[config.mk]
export PLATFORM = sky130hd
export DESIGN_NAME = gpsp_port
export DESIGN_NICKNAME = d
export VERILOG_FILES = /design/src/gpsp_pkg.sv /design/src/gpsp_strobe.sv /design/src/gpsp_port.sv
export SDC_FILE = /design/constraint.sdc
export NUM_CORES = 1
export LEC_CHECK = 0
export ABC_AREA = 0
export BUFFER_PORTS_ARGS = -buffer_cell sky130_fd_sc_hd__buf_4
export CAP_MARGIN = 5
export CORE_ASPECT_RATIO = 0.6
export CORE_MARGIN = 2
export CORE_UTILIZATION = 48
export CTS_BUF_LIST = sky130_fd_sc_hd__clkbuf_2 sky130_fd_sc_hd__clkbuf_4 sky130_fd_sc_hd__clkbuf_8
export DETAILED_ROUTE_END_ITERATION = 7
export MAX_ROUTING_LAYER = met4
export PLACE_DENSITY_LB_ADDON = 0.3
export SETUP_SLACK_MARGIN = 0.3
export SLEW_MARGIN = 20
export SYNTH_ARGS = -nofsm -noshare
export SYNTH_HDL_FRONTEND = slang
export SYNTH_SLANG_ARGS = --single-unit
[constraint.sdc]
create_clock -name core_clk -period 2.52 [get_ports core_clk]
set_clock_uncertainty 0.2 [all_clocks]
set_input_delay 0.252 -clock core_clk [delete_from_list [all_inputs] [get_ports core_clk]]
set_output_delay 0.252 -clock core_clk [all_outputs]
set_load 0.1 [all_outputs]
[src/gpsp_pkg.sv]
package gpsp_pkg;
  // register indices; byte address is four times the index
  localparam logic [7:0] IDX_PORT_D_DATA      = 8'h08;
  localparam logic [7:0] IDX_PORT_D_DIRECTION = 8'h88;
  localparam logic [7:0] IDX_PORT_E_DIRSC     = 8'h89;
  localparam logic [7:0] IDX_CONTROL_PORT     = 8'h09;
  localparam logic [7:0] IDX_ANALOG_CONFIG    = 8'h9f;
  localparam logic [7:0] IDX_IRQ_STATUS       = 8'h0c;
  localparam logic [7:0] IDX_IRQ_MASK         = 8'h8c;
  // control register fields
  localparam int BIT_INPUT_FULL   = 7;
  localparam int BIT_OUTPUT_FULL  = 6;
  localparam int BIT_OVERRUN      = 5;
  localparam int BIT_SLAVE_SELECT = 4;
  localparam int BIT_CTL_UNUSED   = 3;
  // reset values
  localparam logic [7:0] RST_PORT_D_DIRECTION = 8'hff;
  localparam logic [7:0] RST_PORT_E_DIRSC     = 8'h07;
  localparam logic [2:0] RST_ANALOG_CONFIG    = 3'h7;
  localparam logic [7:0] RST_PORT_D_DATA      = 8'h00;
  // interrupt status bits
  localparam int IRQ_WRITE_IN  = 0;
  localparam int IRQ_READ_OUT  = 1;
  localparam int IRQ_OVERRUN   = 2;
  localparam int IRQ_BITS      = 3;
  typedef enum logic [1:0] {
    STROBE_IDLE   = 2'b00,
    STROBE_READ   = 2'b01,
    STROBE_WRITE  = 2'b10
  } gpsp_strobe_t;
endpackage : gpsp_pkg

[src/gpsp_strobe.sv]
`timescale 1ns/1ns
`default_nettype none
// turns the active-low slave strobes into one-cycle end-of-access pulses
module gpsp_strobe
  import gpsp_pkg::*;
(
  // clock and reset
  input  wire logic core_clk,
  input  wire logic reset,
  // strobes
  input  wire logic enable,
  input  wire logic selectN,
  input  wire logic readN,
  input  wire logic writeN,
  // events
  output logic      readActive,
  output logic      readDone,
  output logic      writeDone
);
  import gpsp_pkg::*;
  gpsp_strobe_t state;
  gpsp_strobe_t next_state;
  always_comb begin
    next_state = state;
    if (!enable) begin
      next_state = STROBE_IDLE;
    end else begin
      unique case (state)
        STROBE_IDLE: begin
          if (!selectN && !writeN) next_state = STROBE_WRITE;
          else if (!selectN && !readN) next_state = STROBE_READ;
        end
        STROBE_READ: if (readN || selectN) next_state = STROBE_IDLE;
        STROBE_WRITE: if (writeN || selectN) next_state = STROBE_IDLE;
        default: next_state = STROBE_IDLE;
      endcase
    end
  end
  always_ff @(posedge core_clk) begin
    if (reset) state <= STROBE_IDLE;
    else state <= next_state;
  end
  // events complete at the strobe's rising edge, as on a real bus
  assign readActive = (state == STROBE_READ) && !readN && !selectN;
  assign readDone   = (state == STROBE_READ) && (next_state == STROBE_IDLE);
  assign writeDone  = (state == STROBE_WRITE) && (next_state == STROBE_IDLE);
endmodule : gpsp_strobe
`default_nettype wire

[src/gpsp_port.sv]
`timescale 1ns/1ns
`default_nettype none
// Behaviour
// - each of the eight data pins has its own direction bit.
// - setting bit 4 of the control register turns the data port into a byte-wide slave port.
// - each of the three control pins has its own direction bit.
// - in slave mode the three control pins act as read, write and select inputs.
// - a control pin configured as analog reads back as zero.
// - control direction bits still drive the pins while they are analog.
// - after reset the control pins are analog and read as zero.
// - the data direction register resets to all ones and the data latch is not reset.
// - the control register resets to 0000 -111 with two read-only flags and bit 3 zero.
// - output-full is set while a word written in slave mode has not been read externally.
// - except for the data pins in slave mode, direction one makes a pin a high-impedance input, zero drives the latch.
// - overrun sets when an external write lands on an unread word and stays until cleared.
// - a selected external read puts the data latch on the data pins.
// - a selected external write latches the data pins into the data register.
module gpsp_port
  import gpsp_pkg::*;
(
  // clock and reset
  input  wire logic        core_clk,
  input  wire logic        reset,
  // wishbone slave
  input  wire logic        wb_cyc_i,
  input  wire logic        wb_stb_i,
  input  wire logic        wb_we_i,
  input  wire logic [9:0]  wb_adr_i,
  input  wire logic [3:0]  wb_sel_i,
  input  wire logic [31:0] wb_dat_i,
  output logic      [31:0] wb_dat_o,
  output logic             wb_ack_o,
  // data port pins
  input  wire logic [7:0]  portDIn,
  output logic      [7:0]  portDOut,
  output logic      [7:0]  portDOeN,
  // control port pins
  input  wire logic [2:0]  controlPortIn,
  output logic      [2:0]  controlPortOut,
  output logic      [2:0]  controlPortOeN,
  // interrupt
  output logic             irq
);
  import gpsp_pkg::*;

  logic [7:0] portDData, next_portDData;
  logic [7:0] portDDirection, next_portDDirection;
  logic [2:0] portEDirection, next_portEDirection;
  logic [2:0] portELatch, next_portELatch;
  logic [2:0] analogConfig, next_analogConfig;
  logic       slaveSelect, next_slaveSelect;
  logic       inputFull, next_inputFull;
  logic       outputFull, next_outputFull;
  logic       overrun, next_overrun;
  logic [IRQ_BITS-1:0] irqStatus, next_irqStatus;
  logic [IRQ_BITS-1:0] irqMask, next_irqMask;
  logic        ack, next_ack;
  logic [31:0] rdData, next_rdData;
  logic readActive, readDone, writeDone;

  function automatic logic hit(input logic [7:0] idx);
    hit = (wb_adr_i == {idx, 2'b00});
  endfunction : hit

  wire logic req    = wb_cyc_i && wb_stb_i && !ack;
  wire logic wrLow  = req && wb_we_i && wb_sel_i[0];
  wire logic rdReq  = req && !wb_we_i;
  // analog pins read as zero
  wire logic [2:0] controlRead = controlPortIn & ~analogConfig;

  gpsp_strobe u_strobe (
    .core_clk   (core_clk),
    .reset      (reset),
    .enable     (slaveSelect),
    .selectN    (controlPortIn[2]),
    .readN      (controlPortIn[0]),
    .writeN     (controlPortIn[1]),
    .readActive (readActive),
    .readDone   (readDone),
    .writeDone  (writeDone)
  );

  always_comb begin
    next_portDData      = portDData;
    next_portDDirection = portDDirection;
    next_portEDirection = portEDirection;
    next_portELatch     = portELatch;
    next_analogConfig   = analogConfig;
    next_slaveSelect    = slaveSelect;
    next_irqMask        = irqMask;
    next_ack            = req;
    next_rdData         = 32'h0000_0000;
    if (wrLow && hit(IDX_PORT_D_DATA)) next_portDData = wb_dat_i[7:0];
    if (wrLow && hit(IDX_PORT_D_DIRECTION)) next_portDDirection = wb_dat_i[7:0];
    if (wrLow && hit(IDX_PORT_E_DIRSC)) begin
      next_portEDirection = wb_dat_i[2:0];
      next_slaveSelect    = wb_dat_i[BIT_SLAVE_SELECT];
    end
    if (wrLow && hit(IDX_CONTROL_PORT)) next_portELatch = wb_dat_i[2:0];
    if (wrLow && hit(IDX_ANALOG_CONFIG)) next_analogConfig = wb_dat_i[2:0];
    if (wrLow && hit(IDX_IRQ_MASK)) next_irqMask = wb_dat_i[IRQ_BITS-1:0];
    // external write latches the pins
    if (writeDone) next_portDData = portDIn;
    if (rdReq) begin
      if (hit(IDX_PORT_D_DATA)) begin
        // in slave mode the processor sees the pins latched by the external write
        next_rdData[7:0] = slaveSelect ? portDData : portDIn;
      end else if (hit(IDX_PORT_D_DIRECTION)) begin
        next_rdData[7:0] = portDDirection;
      end else if (hit(IDX_PORT_E_DIRSC)) begin
        next_rdData[7:0] = {inputFull, outputFull, overrun, slaveSelect,
                            1'b0, portEDirection};
      end else if (hit(IDX_CONTROL_PORT)) begin
        next_rdData[2:0] = controlRead;
      end else if (hit(IDX_ANALOG_CONFIG)) begin
        next_rdData[2:0] = analogConfig;
      end else if (hit(IDX_IRQ_STATUS)) begin
        next_rdData[IRQ_BITS-1:0] = irqStatus;
      end else if (hit(IDX_IRQ_MASK)) begin
        next_rdData[IRQ_BITS-1:0] = irqMask;
      end
    end
  end

  // flags: the set wins over the clear; for output-full the set is the processor write and the clear is the external read
  always_comb begin
    next_inputFull  = inputFull;
    next_outputFull = outputFull;
    next_overrun    = overrun;
    next_irqStatus  = irqStatus;
    if (rdReq && hit(IDX_PORT_D_DATA)) next_inputFull = 1'b0;
    if (writeDone) next_inputFull = 1'b1;
    if (readDone) next_outputFull = 1'b0;
    if (wrLow && hit(IDX_PORT_D_DATA) && slaveSelect) next_outputFull = 1'b1;
    if (wrLow && hit(IDX_PORT_E_DIRSC) && !wb_dat_i[BIT_OVERRUN]) next_overrun = 1'b0;
    if (writeDone && inputFull) next_overrun = 1'b1;
    if (rdReq && hit(IDX_IRQ_STATUS)) next_irqStatus = '0;
    if (writeDone) next_irqStatus[IRQ_WRITE_IN] = 1'b1;
    if (readDone) next_irqStatus[IRQ_READ_OUT] = 1'b1;
    if (writeDone && inputFull) next_irqStatus[IRQ_OVERRUN] = 1'b1;
  end

  always_ff @(posedge core_clk) begin
    if (reset) begin
      portDDirection <= RST_PORT_D_DIRECTION;
      portEDirection <= RST_PORT_E_DIRSC[2:0];
      slaveSelect    <= RST_PORT_E_DIRSC[BIT_SLAVE_SELECT];
      analogConfig   <= RST_ANALOG_CONFIG;
      portELatch     <= 3'h0;
      inputFull      <= 1'b0;
      outputFull     <= 1'b0;
      overrun        <= 1'b0;
      irqStatus      <= '0;
      irqMask        <= '0;
      ack            <= 1'b0;
      rdData         <= 32'h0000_0000;
    end else begin
      portDDirection <= next_portDDirection;
      portEDirection <= next_portEDirection;
      slaveSelect    <= next_slaveSelect;
      analogConfig   <= next_analogConfig;
      portELatch     <= next_portELatch;
      inputFull      <= next_inputFull;
      outputFull     <= next_outputFull;
      overrun        <= next_overrun;
      irqStatus      <= next_irqStatus;
      irqMask        <= next_irqMask;
      ack            <= next_ack;
      rdData         <= next_rdData;
    end
  end

  // data latch keeps its value through reset
  always_ff @(posedge core_clk) begin
    portDData <= next_portDData;
  end

  assign wb_ack_o = ack;
  assign wb_dat_o = rdData;
  assign irq      = |(irqStatus & irqMask);
  assign portDOut = portDData;
  // slave mode drives the latch only during a selected external read, otherwise releases all pins; outside slave mode the direction bits
  assign portDOeN = slaveSelect ? {8{!readActive}} : portDDirection;
  assign controlPortOut = portELatch;
  // direction bits still apply while pins are analog
  assign controlPortOeN = portEDirection;
endmodule : gpsp_port
`default_nettype wire

==> results of run 1 <==
cells in the final DEF, fill, tap and decap left out, types with 2 or more instances in the layout:
cell,synthesis,final
sky130_fd_sc_hd__nor3_2,2,2
sky130_fd_sc_hd__a21oi_1,11,11
sky130_fd_sc_hd__nor2_1,18,18
sky130_fd_sc_hd__dlygate4sd3_1,0,2
sky130_fd_sc_hd__nor4_1,2,2
sky130_fd_sc_hd__nand3b_1,2,2
sky130_fd_sc_hd__inv_1,10,10
sky130_fd_sc_hd__o21ai_1,0,8
sky130_fd_sc_hd__conb_1,1,24
sky130_fd_sc_hd__edfxtp_1,8,8
sky130_fd_sc_hd__and2_1,5,5
sky130_fd_sc_hd__nor3_1,7,7
sky130_fd_sc_hd__dfxtp_1,38,38
sky130_fd_sc_hd__mux2_2,12,12
sky130_fd_sc_hd__nand3_1,8,8
sky130_fd_sc_hd__nand2b_1,3,3
sky130_fd_sc_hd__nor3b_1,2,2
sky130_fd_sc_hd__clkbuf_8,0,5
sky130_fd_sc_hd__nand2_1,28,28
sky130_fd_sc_hd__nand4_1,5,5
sky130_fd_sc_hd__o21ai_0,16,8
sky130_fd_sc_hd__nor2b_1,4,4
sky130_fd_sc_hd__a22oi_1,5,5
sky130_fd_sc_hd__o211ai_1,8,8
sky130_fd_sc_hd__o22ai_1,5,5
sky130_fd_sc_hd__o221ai_1,2,2
sky130_fd_sc_hd__mux2i_1,20,20
sky130_fd_sc_hd__buf_4,24,75
synthesized netlist by cell type (3+ instances only):
library cell               instances  share of area, %
sky130_fd_sc_hd__a21oi_1          11               2.2
sky130_fd_sc_hd__nor3_1            7               1.4
sky130_fd_sc_hd__nand4_1           5               1.3
sky130_fd_sc_hd__dfxtp_1          38                31
sky130_fd_sc_hd__nand2_1          28               4.3
sky130_fd_sc_hd__o211ai_1          8               2.4
sky130_fd_sc_hd__nor2b_1           4               1.0
sky130_fd_sc_hd__and2_1            5               1.3
sky130_fd_sc_hd__buf_4            24               7.3
sky130_fd_sc_hd__inv_1            10               1.5
sky130_fd_sc_hd__nor2_1           18               2.7
sky130_fd_sc_hd__nand2b_1          3              0.76
sky130_fd_sc_hd__mux2_2           12               5.5
sky130_fd_sc_hd__clkbuf_1          6              0.91
sky130_fd_sc_hd__o22ai_1           5               1.3
sky130_fd_sc_hd__a22oi_1           5               1.5
sky130_fd_sc_hd__edfxtp_1          8               9.7
sky130_fd_sc_hd__buf_2             5               1.0
sky130_fd_sc_hd__mux2i_1          20               8.1
sky130_fd_sc_hd__o21ai_0          16               3.2
sky130_fd_sc_hd__nand3_1           8               1.6
state kept, by name, summed over array words and instances, names as in the netlist, 2 cells and up:
register,cells
wb_dat_o,8
analogConfig,3
portDDirection,8
irqMask,3
portDOut,8
u_strobe.state,2
irqStatus,3
controlPortOeN,3
controlPortOut,3
per-layer routing:
| layer | track usage (%) | vias up | share of wire, % | wire length, um |
|---|---|---|---|---|
| met4 | 3.82 | 0 | 0.50 | 32 |
| met1 | 33.2 | 1024 | 48 | 3070 |
| met3 | 7.43 | 5 | 9.8 | 628 |
| li1 | - | 1070 | - | - |
| met5 | - | - | 0 | 0 |
| met2 | 32.5 | 102 | 41 | 2640 |
power by group through the flow:
stage	clock (mW)	sequential [mW]	combinational (mW)
2_1_floorplan	0	0.769	0.232
3_3_place_gp	0	0.764	0.276
3_5_place_dp	0	0.764	0.278
4_1_cts	0.455	0.747	0.280
5_1_grt	0.482	0.747	0.294
6_report	0.447	0.747	0.282
kinds of logic (layout without fill, tap and decap cells):
| logic type | Yosys count | after routing | synth area share, % |
|---|---|---|---|
| simple gates | 97 | 97 | 21.2 |
| compound gates | 52 | 52 | 13.2 |
| buf+inv | 47 | 95 | 11.3 |
| flops | 46 | 46 | 40.5 |
| mux | 32 | 32 | 13.6 |
| other cells | 1 | 24 | 0.152 |
through the flow:
step / power, mW / util, % / setup TNS [ps] / cell area [um^2] / instances
2_1_floorplan: 1.00 / - / -763 / 2560 / 298
3_3_place_gp: 1.04 / 59.2 / 0 / 2960 / 402
3_5_place_dp: 1.04 / 59.2 / 0 / 2960 / 402
4_1_cts: 1.48 / 61.3 / 0 / 3070 / 412
5_1_grt: 1.52 / 61.3 / 0 / 3070 / 412
6_report: 1.48 / 61.3 / 0 / 3070 / 412
worst paths after layout:
kind         depth (start not counted)  slack, ps   startpoint           endpoint
min                                  3         10  wb_dat_i[7]  portDDirection[7]
min reg2reg                          2        260   outputFull         outputFull
max                                  5        470     wb_ack_o  controlPortOeN[0]
max reg2reg                          5        470     wb_ack_o  controlPortOeN[0]
critical path: cells and delay by family, from the launching register on:
kind | cells | cell delay [ps]
and+or+nand+nor | 4 | 1150
DFF | 1 | 320
muxes | 1 | 260
cell type report:
class / instances / area (um^2)
Clock buffer: 6 / 76.3
Clock inverter: 2 / 8.76
Fill cell: 447 / 1940
Inverter: 10 / 37.5
Multi-Input combinational cell: 205 / 1280
Sequential cell: 46 / 1000
Tap cell: 66 / 82.6
Timing Repair Buffer: 77 / 583
what timing repair did:
| action | CTS | global route |
|---|---|---|
| endpoints found under the setup margin | 0 | 0 |
| hold buffers | 2 | 0 |
| endpoints found under the hold margin | 2 | 0 |
==> reports/metrics.cfg, run 1 <==
[status]
run_status=completed

[cells_and_area]
drive_above_1_share_pct=30.1
antenna_cells_inserted=0
nets=407
area_growth_syn_to_layout_pct=24.2

[run]
max_cap_viol_count=0

[logic_synthesis]
ys.warnings.count=0
ys_ff_latch=46
seq_area_frac_synth_pct=40.5
synthesis.area_mm2=0.00247
synthArstFlopShare_pct=0
ys_dominant_reg_cell=sky130_fd_sc_hd__dfxtp_1
synth_cell_type_count=44
syn-instance-count=275
synth_edf_count=8
syn-mean-instance-area_um2=8.99

[sta]
grt_setup_unrepaired=no
tightest_slew_ps=587
post-route-min-period_ps=2050
hold-worst-slack_ps=10.7
period_share_pct=81.5
timing.final.max_slew_violations=0
setup-violations-final=0
timing.slew.headroom_pct=60.3
layout_setup_ws_ps=466
final_hold_viol_count=0
max_freq_mhz=487

[power]
clkPwrFrac_pct=30.3
vdd_ir_drop_max_mv=0.244
combinationalPowerShare_pct=19.1
p_seq_share_pct=50.6
switching_power_total_uw=467
power.density_mw_per_mm2=481
switching_share_pct=31.6
total_leakage_power_nw=1.32
internal_power_contribution_mw=1.01

[routing]
vias=2201
drtIter0Drc=139
detail_route.wirelength_um=6380
remaining_drc_errors=0
drt-pass1-iter-count=4
drtAntennaViolNets=0
route.detailed.wl_per_inst_um=15.5
vias_per_cell=5.34

[clock_network]
number_of_clock_buffers_inserted_by_tritoncts=5
clk_latency_ps=300
clkSinkCount=46
cts.reportedPaths.clkPinSlew_ps=90
cts.htree.levels=2
post_cts.repair.setup_buffers=0
cts_tree=done
ctsRootBufferMaster=sky130_fd_sc_hd__clkbuf_8
cts-root-to-sink-buffers=2
cts_resizes=0

[grt]
grt_first_pass_wirelength_um=10100
antenna_found_initial=0
grt_util_all_layers_pct=23.2
grt_start_max_net_pins=20
grt.overflow.total=0
via_count_of_the_first_global_routing_pass=1921

[critical_path]
cp_slowest_cell=sky130_fd_sc_hd__nor2_1
worstSetupStartpointType=flip-flop
timing.critical_path.arrival_ps=2030
critical-path-max-stage-delay_ps=430
timing.critical_path.to_type=flip-flop
critical_path_start_end_classification=reg -> reg
timing.critical_path.fanout_max=6
path_cells=nand3b_1 -> nor2_1 -> nand3_1 -> mux2i_1 -> nand2_1
worst_ep_required_time_ps=2490

[hold_path]
min_path_type=in -> reg

[floorplan]
rows=20
initial_core_util_pct=49.4
fp.coreArea_mm2=0.00500
fp.dieArea_mm2=0.00576
io_pins=118
die_w_um=96.6
floorplan.die.height_um=59.6

[place]
detailedPlacementHpwl_um=4760
routabilityCongestion=0.962
port_buffers=66
pre_cts_slack_ps=219

No activity file was read; power rests on OpenSTA's default activity.
==> run 2, diff against run 1 <==
- ABC_AREA: 0 -> 1
- CORE_UTILIZATION: 48 -> 44
- clock period: 2.52 -> 1.8 ns (I/O delays scaled with it)
==> run 2 against run 1 <==
Sequential power is 39% higher. Worst hold slack improved by 13 ps. Global-route usage grew 0.74 points. Die area increased by 13%. Via count increased by 18%. Register-to-register slack got worse by 270 ps. Final area up 23%. Setup slack worse by 340 ps. Critical endpoint is now portDOeN[0]. Highest routed layer unchanged.
==> reports/metrics.cfg, run 2 <==
[logic_synthesis]
seq_area_frac_synth_pct=39.0
synthMostInstantiatedCell=sky130_fd_sc_hd__nand2_1
synth_cell_type_count=33
yosys-top-cells-area=sky130_fd_sc_hd__dfxtp_1 (30%), sky130_fd_sc_hd__nand2_1 (9.8%), sky130_fd_sc_hd__edfxtp_1 (9.4%)
synthAdderAreaFrac_pct=0
dominant_combinational_cell_family_by_area_after_synthesis=simple AND/OR/NAND/NOR gates
ys_dominant_reg_cell=sky130_fd_sc_hd__dfxtp_1
synth_area_leader_cell=sky130_fd_sc_hd__dfxtp_1
syn-instance-count=340
synth-compound-area-share_pct=18.2
post-synth-top-area-fraction_pct=29.6
synth-simple-area-share_pct=27.3
synthXorXnorAreaFrac_pct=0
ys_ff_latch=46
synth_edf_count=8
ys.warnings.count=0
synthArstFlopShare_pct=0
synth_commonest_cells=sky130_fd_sc_hd__nand2_1 (67), sky130_fd_sc_hd__inv_1 (39), sky130_fd_sc_hd__dfxtp_1 (38), sky130_fd_sc_hd__o21ai_0 (36), sky130_fd_sc_hd__a21oi_1 (28)
syn-mean-instance-area_um2=7.55
share_of_synthesized_area_spent_on_multiplexers_pct=0
synthesis.area_mm2=0.00257

[sta]
setup-violations-final=0
max_freq_mhz=597
post-route-min-period_ps=1680
period_share_pct=93.1
timing.final.max_slew_violations=0
final_hold_viol_count=0
grt_setup_unrepaired=yes

[cells_and_area]
layout.cell_area.non_filler_mm2=0.00377
area_growth_syn_to_layout_pct=46.8
drive_above_1_share_pct=37.2
antenna_cells_inserted=0
layout.cells.most_common_list=sky130_fd_sc_hd__buf_4 (69), sky130_fd_sc_hd__nand2_1 (56), sky130_fd_sc_hd__inv_1 (35)
mostFrequentLayoutCell=sky130_fd_sc_hd__buf_4
nets=497

[floorplan]
io_pins=118
fp.coreArea_mm2=0.00560
fp.dieArea_mm2=0.00648
die_w_um=103
floorplan.die.height_um=63.2
rows=21
initial_core_util_pct=45.9

[critical_path]
worst_ep_required_time_ps=1420
timing.critical_path.arrival_ps=1300
timing.critical_path.to_type=output pin
critical_path_start_end_classification=reg -> out
worstSetupStartpointType=flip-flop
timing.critical_path.fanout_max=8

[power]
total_leakage_power_nw=1.78
power.density_mw_per_mm2=607
design_power_total_mw=2.29
vdd_ir_drop_max_mv=0.263

[clock_network]
clkSinkCount=46
number_of_clock_buffers_inserted_by_tritoncts=5
cts.htree.levels=2
ctsRootBufferMaster=sky130_fd_sc_hd__clkbuf_8
cts_tree=done
clk_latency_ps=310
cts-root-to-sink-buffers=2
cts.reportedPaths.clkPinSlew_ps=90

[grt]
grt_first_pass_wirelength_um=11500
grt_start_max_net_pins=18
global_route_track_usage_on_met1_pct=35.6
grt_util_all_layers_pct=24.0
via_count_of_the_first_global_routing_pass=2314
antenna_found_initial=0
grt.overflow.total=0
gr-usage-met2_pct=31.7
grt_busiest_layer=met1
groute.layer.met3.usage_pct=5.44

[hold_path]
min_path_type=in -> reg

[routing]
route.detailed.wl_per_inst_um=14.6
remaining_drc_errors=0
drt-pass1-iter-count=5
drtIter0Drc=245
detail_route.wirelength_um=7540
drtAntennaViolNets=0
vias=2603
vias_per_cell=5.05

[place]
detailedPlacementHpwl_um=5240
routabilityCongestion=0.891
place_area_mm2=0.00322
port_buffers=66

[run]
max_cap_viol_count=0

[status]
run_status=completed

## run 2: cell types whose count changed in the layout (fill, tap and decap cells not counted), moves of 9 or more
cell                            previous run  this run
sky130_fd_sc_hd__nand2_1                  28        56
sky130_fd_sc_hd__a21oi_1                  11        26
sky130_fd_sc_hd__mux2_2                   12         0
sky130_fd_sc_hd__inv_1                    10        35
sky130_fd_sc_hd__o21ai_1                   8        20
sky130_fd_sc_hd__nand2_2                   0        10
sky130_fd_sc_hd__o21ai_4                   0         9
sky130_fd_sc_hd__buf_12                    0         9
sky130_fd_sc_hd__mux2i_1                  20         0
sky130_fd_sc_hd__dlygate4sd3_1             2        12
## run 2: area by class of cell
cell class / instances / area [um^2]
clock buffer: 6 / 82.6
sequential: 46 / 1010
tap: 80 / 100
clock inverter: 1 / 30.0
fill: 485 / 1830
inverter: 45 / 175
multi-input combinational: 241 / 1480
timing repair buffer: 96 / 886
## run 2: power breakdown
group	leakage (nW)	total (mW)	switching, mW	internal, mW
Sequential	0.381	1.04	0.000457	1.04
Combinational	1.34	0.442	0.340	0.101
Clock	0.0573	0.801	0.357	0.445
Total	1.78	2.29	0.697	1.59
## run 2: final timing paths
path | slack, ps | depth (start not counted) | startpoint | end
setup reg to reg | 200 | 8 | u_strobe.state[0] | portDOut[5]
hold / removal | 20 | 4 | controlPortIn[1] | u_strobe.state[1]
hold reg to reg | 260 | 2 | irqMask[0] | irqMask[0]
setup / recovery | 120 | 6 | u_strobe.state[0] | portDOeN[0]
## run 2: stage by stage
| stage | hold slack (ps) | TNS [ps] | utilization (%) | cells | setup WS, ps |
|---|---|---|---|---|---|
| detailed placement | 226 | 0 | 57.5 | 486 | 95.4 |
| global placement | 214 | 0 | 57.5 | 486 | 116 |
| finish | 23.3 | 0 | 67.3 | 515 | 124 |
| floorplan | 84.8 | -447 | - | 363 | -397 |
| CTS | -16.5 | 0 | 65.6 | 510 | 108 |
| global route | 29.5 | 0 | 67.3 | 515 | 89.4 |
## run 2: per-layer routing
metal  wire length [um]  up-vias  share of wire (%)
met5                  0        -                  0
met4                173        0                2.3
met3                651       26                8.6
met2               3250      136                 43
met1               3460     1187                 46
li1                   -     1254                  -
## run 2: timing repair
item | 4_1_cts | 5_1_grt
endpoints found under the setup margin | 37 | 46
hold endpoints to repair | 23 | 0
gates cloned | 0 | 1
resized for setup | 46 | 18
hold buffers | 12 | 0
buffers inserted | 5 | 4
pin swaps | 5 | 9
## run 2: cells by family (layout without fill, tap and decap cells)
group           after synthesis  count (layout)
simple gates                133             134
buf+inv                      77             148
flops                        46              46
compound gates               83              83
other cells                   1              24
## run 2: worst max-delay path, stage by stage, from the launching register on
cell and delay (ps):
sky130_fd_sc_hd__dfxtp_2 340, sky130_fd_sc_hd__inv_2 50, sky130_fd_sc_hd__nor2_4 110, sky130_fd_sc_hd__nand2_4 80, sky130_fd_sc_hd__nand2_8 140, sky130_fd_sc_hd__o21ai_4 90, sky130_fd_sc_hd__buf_12 170
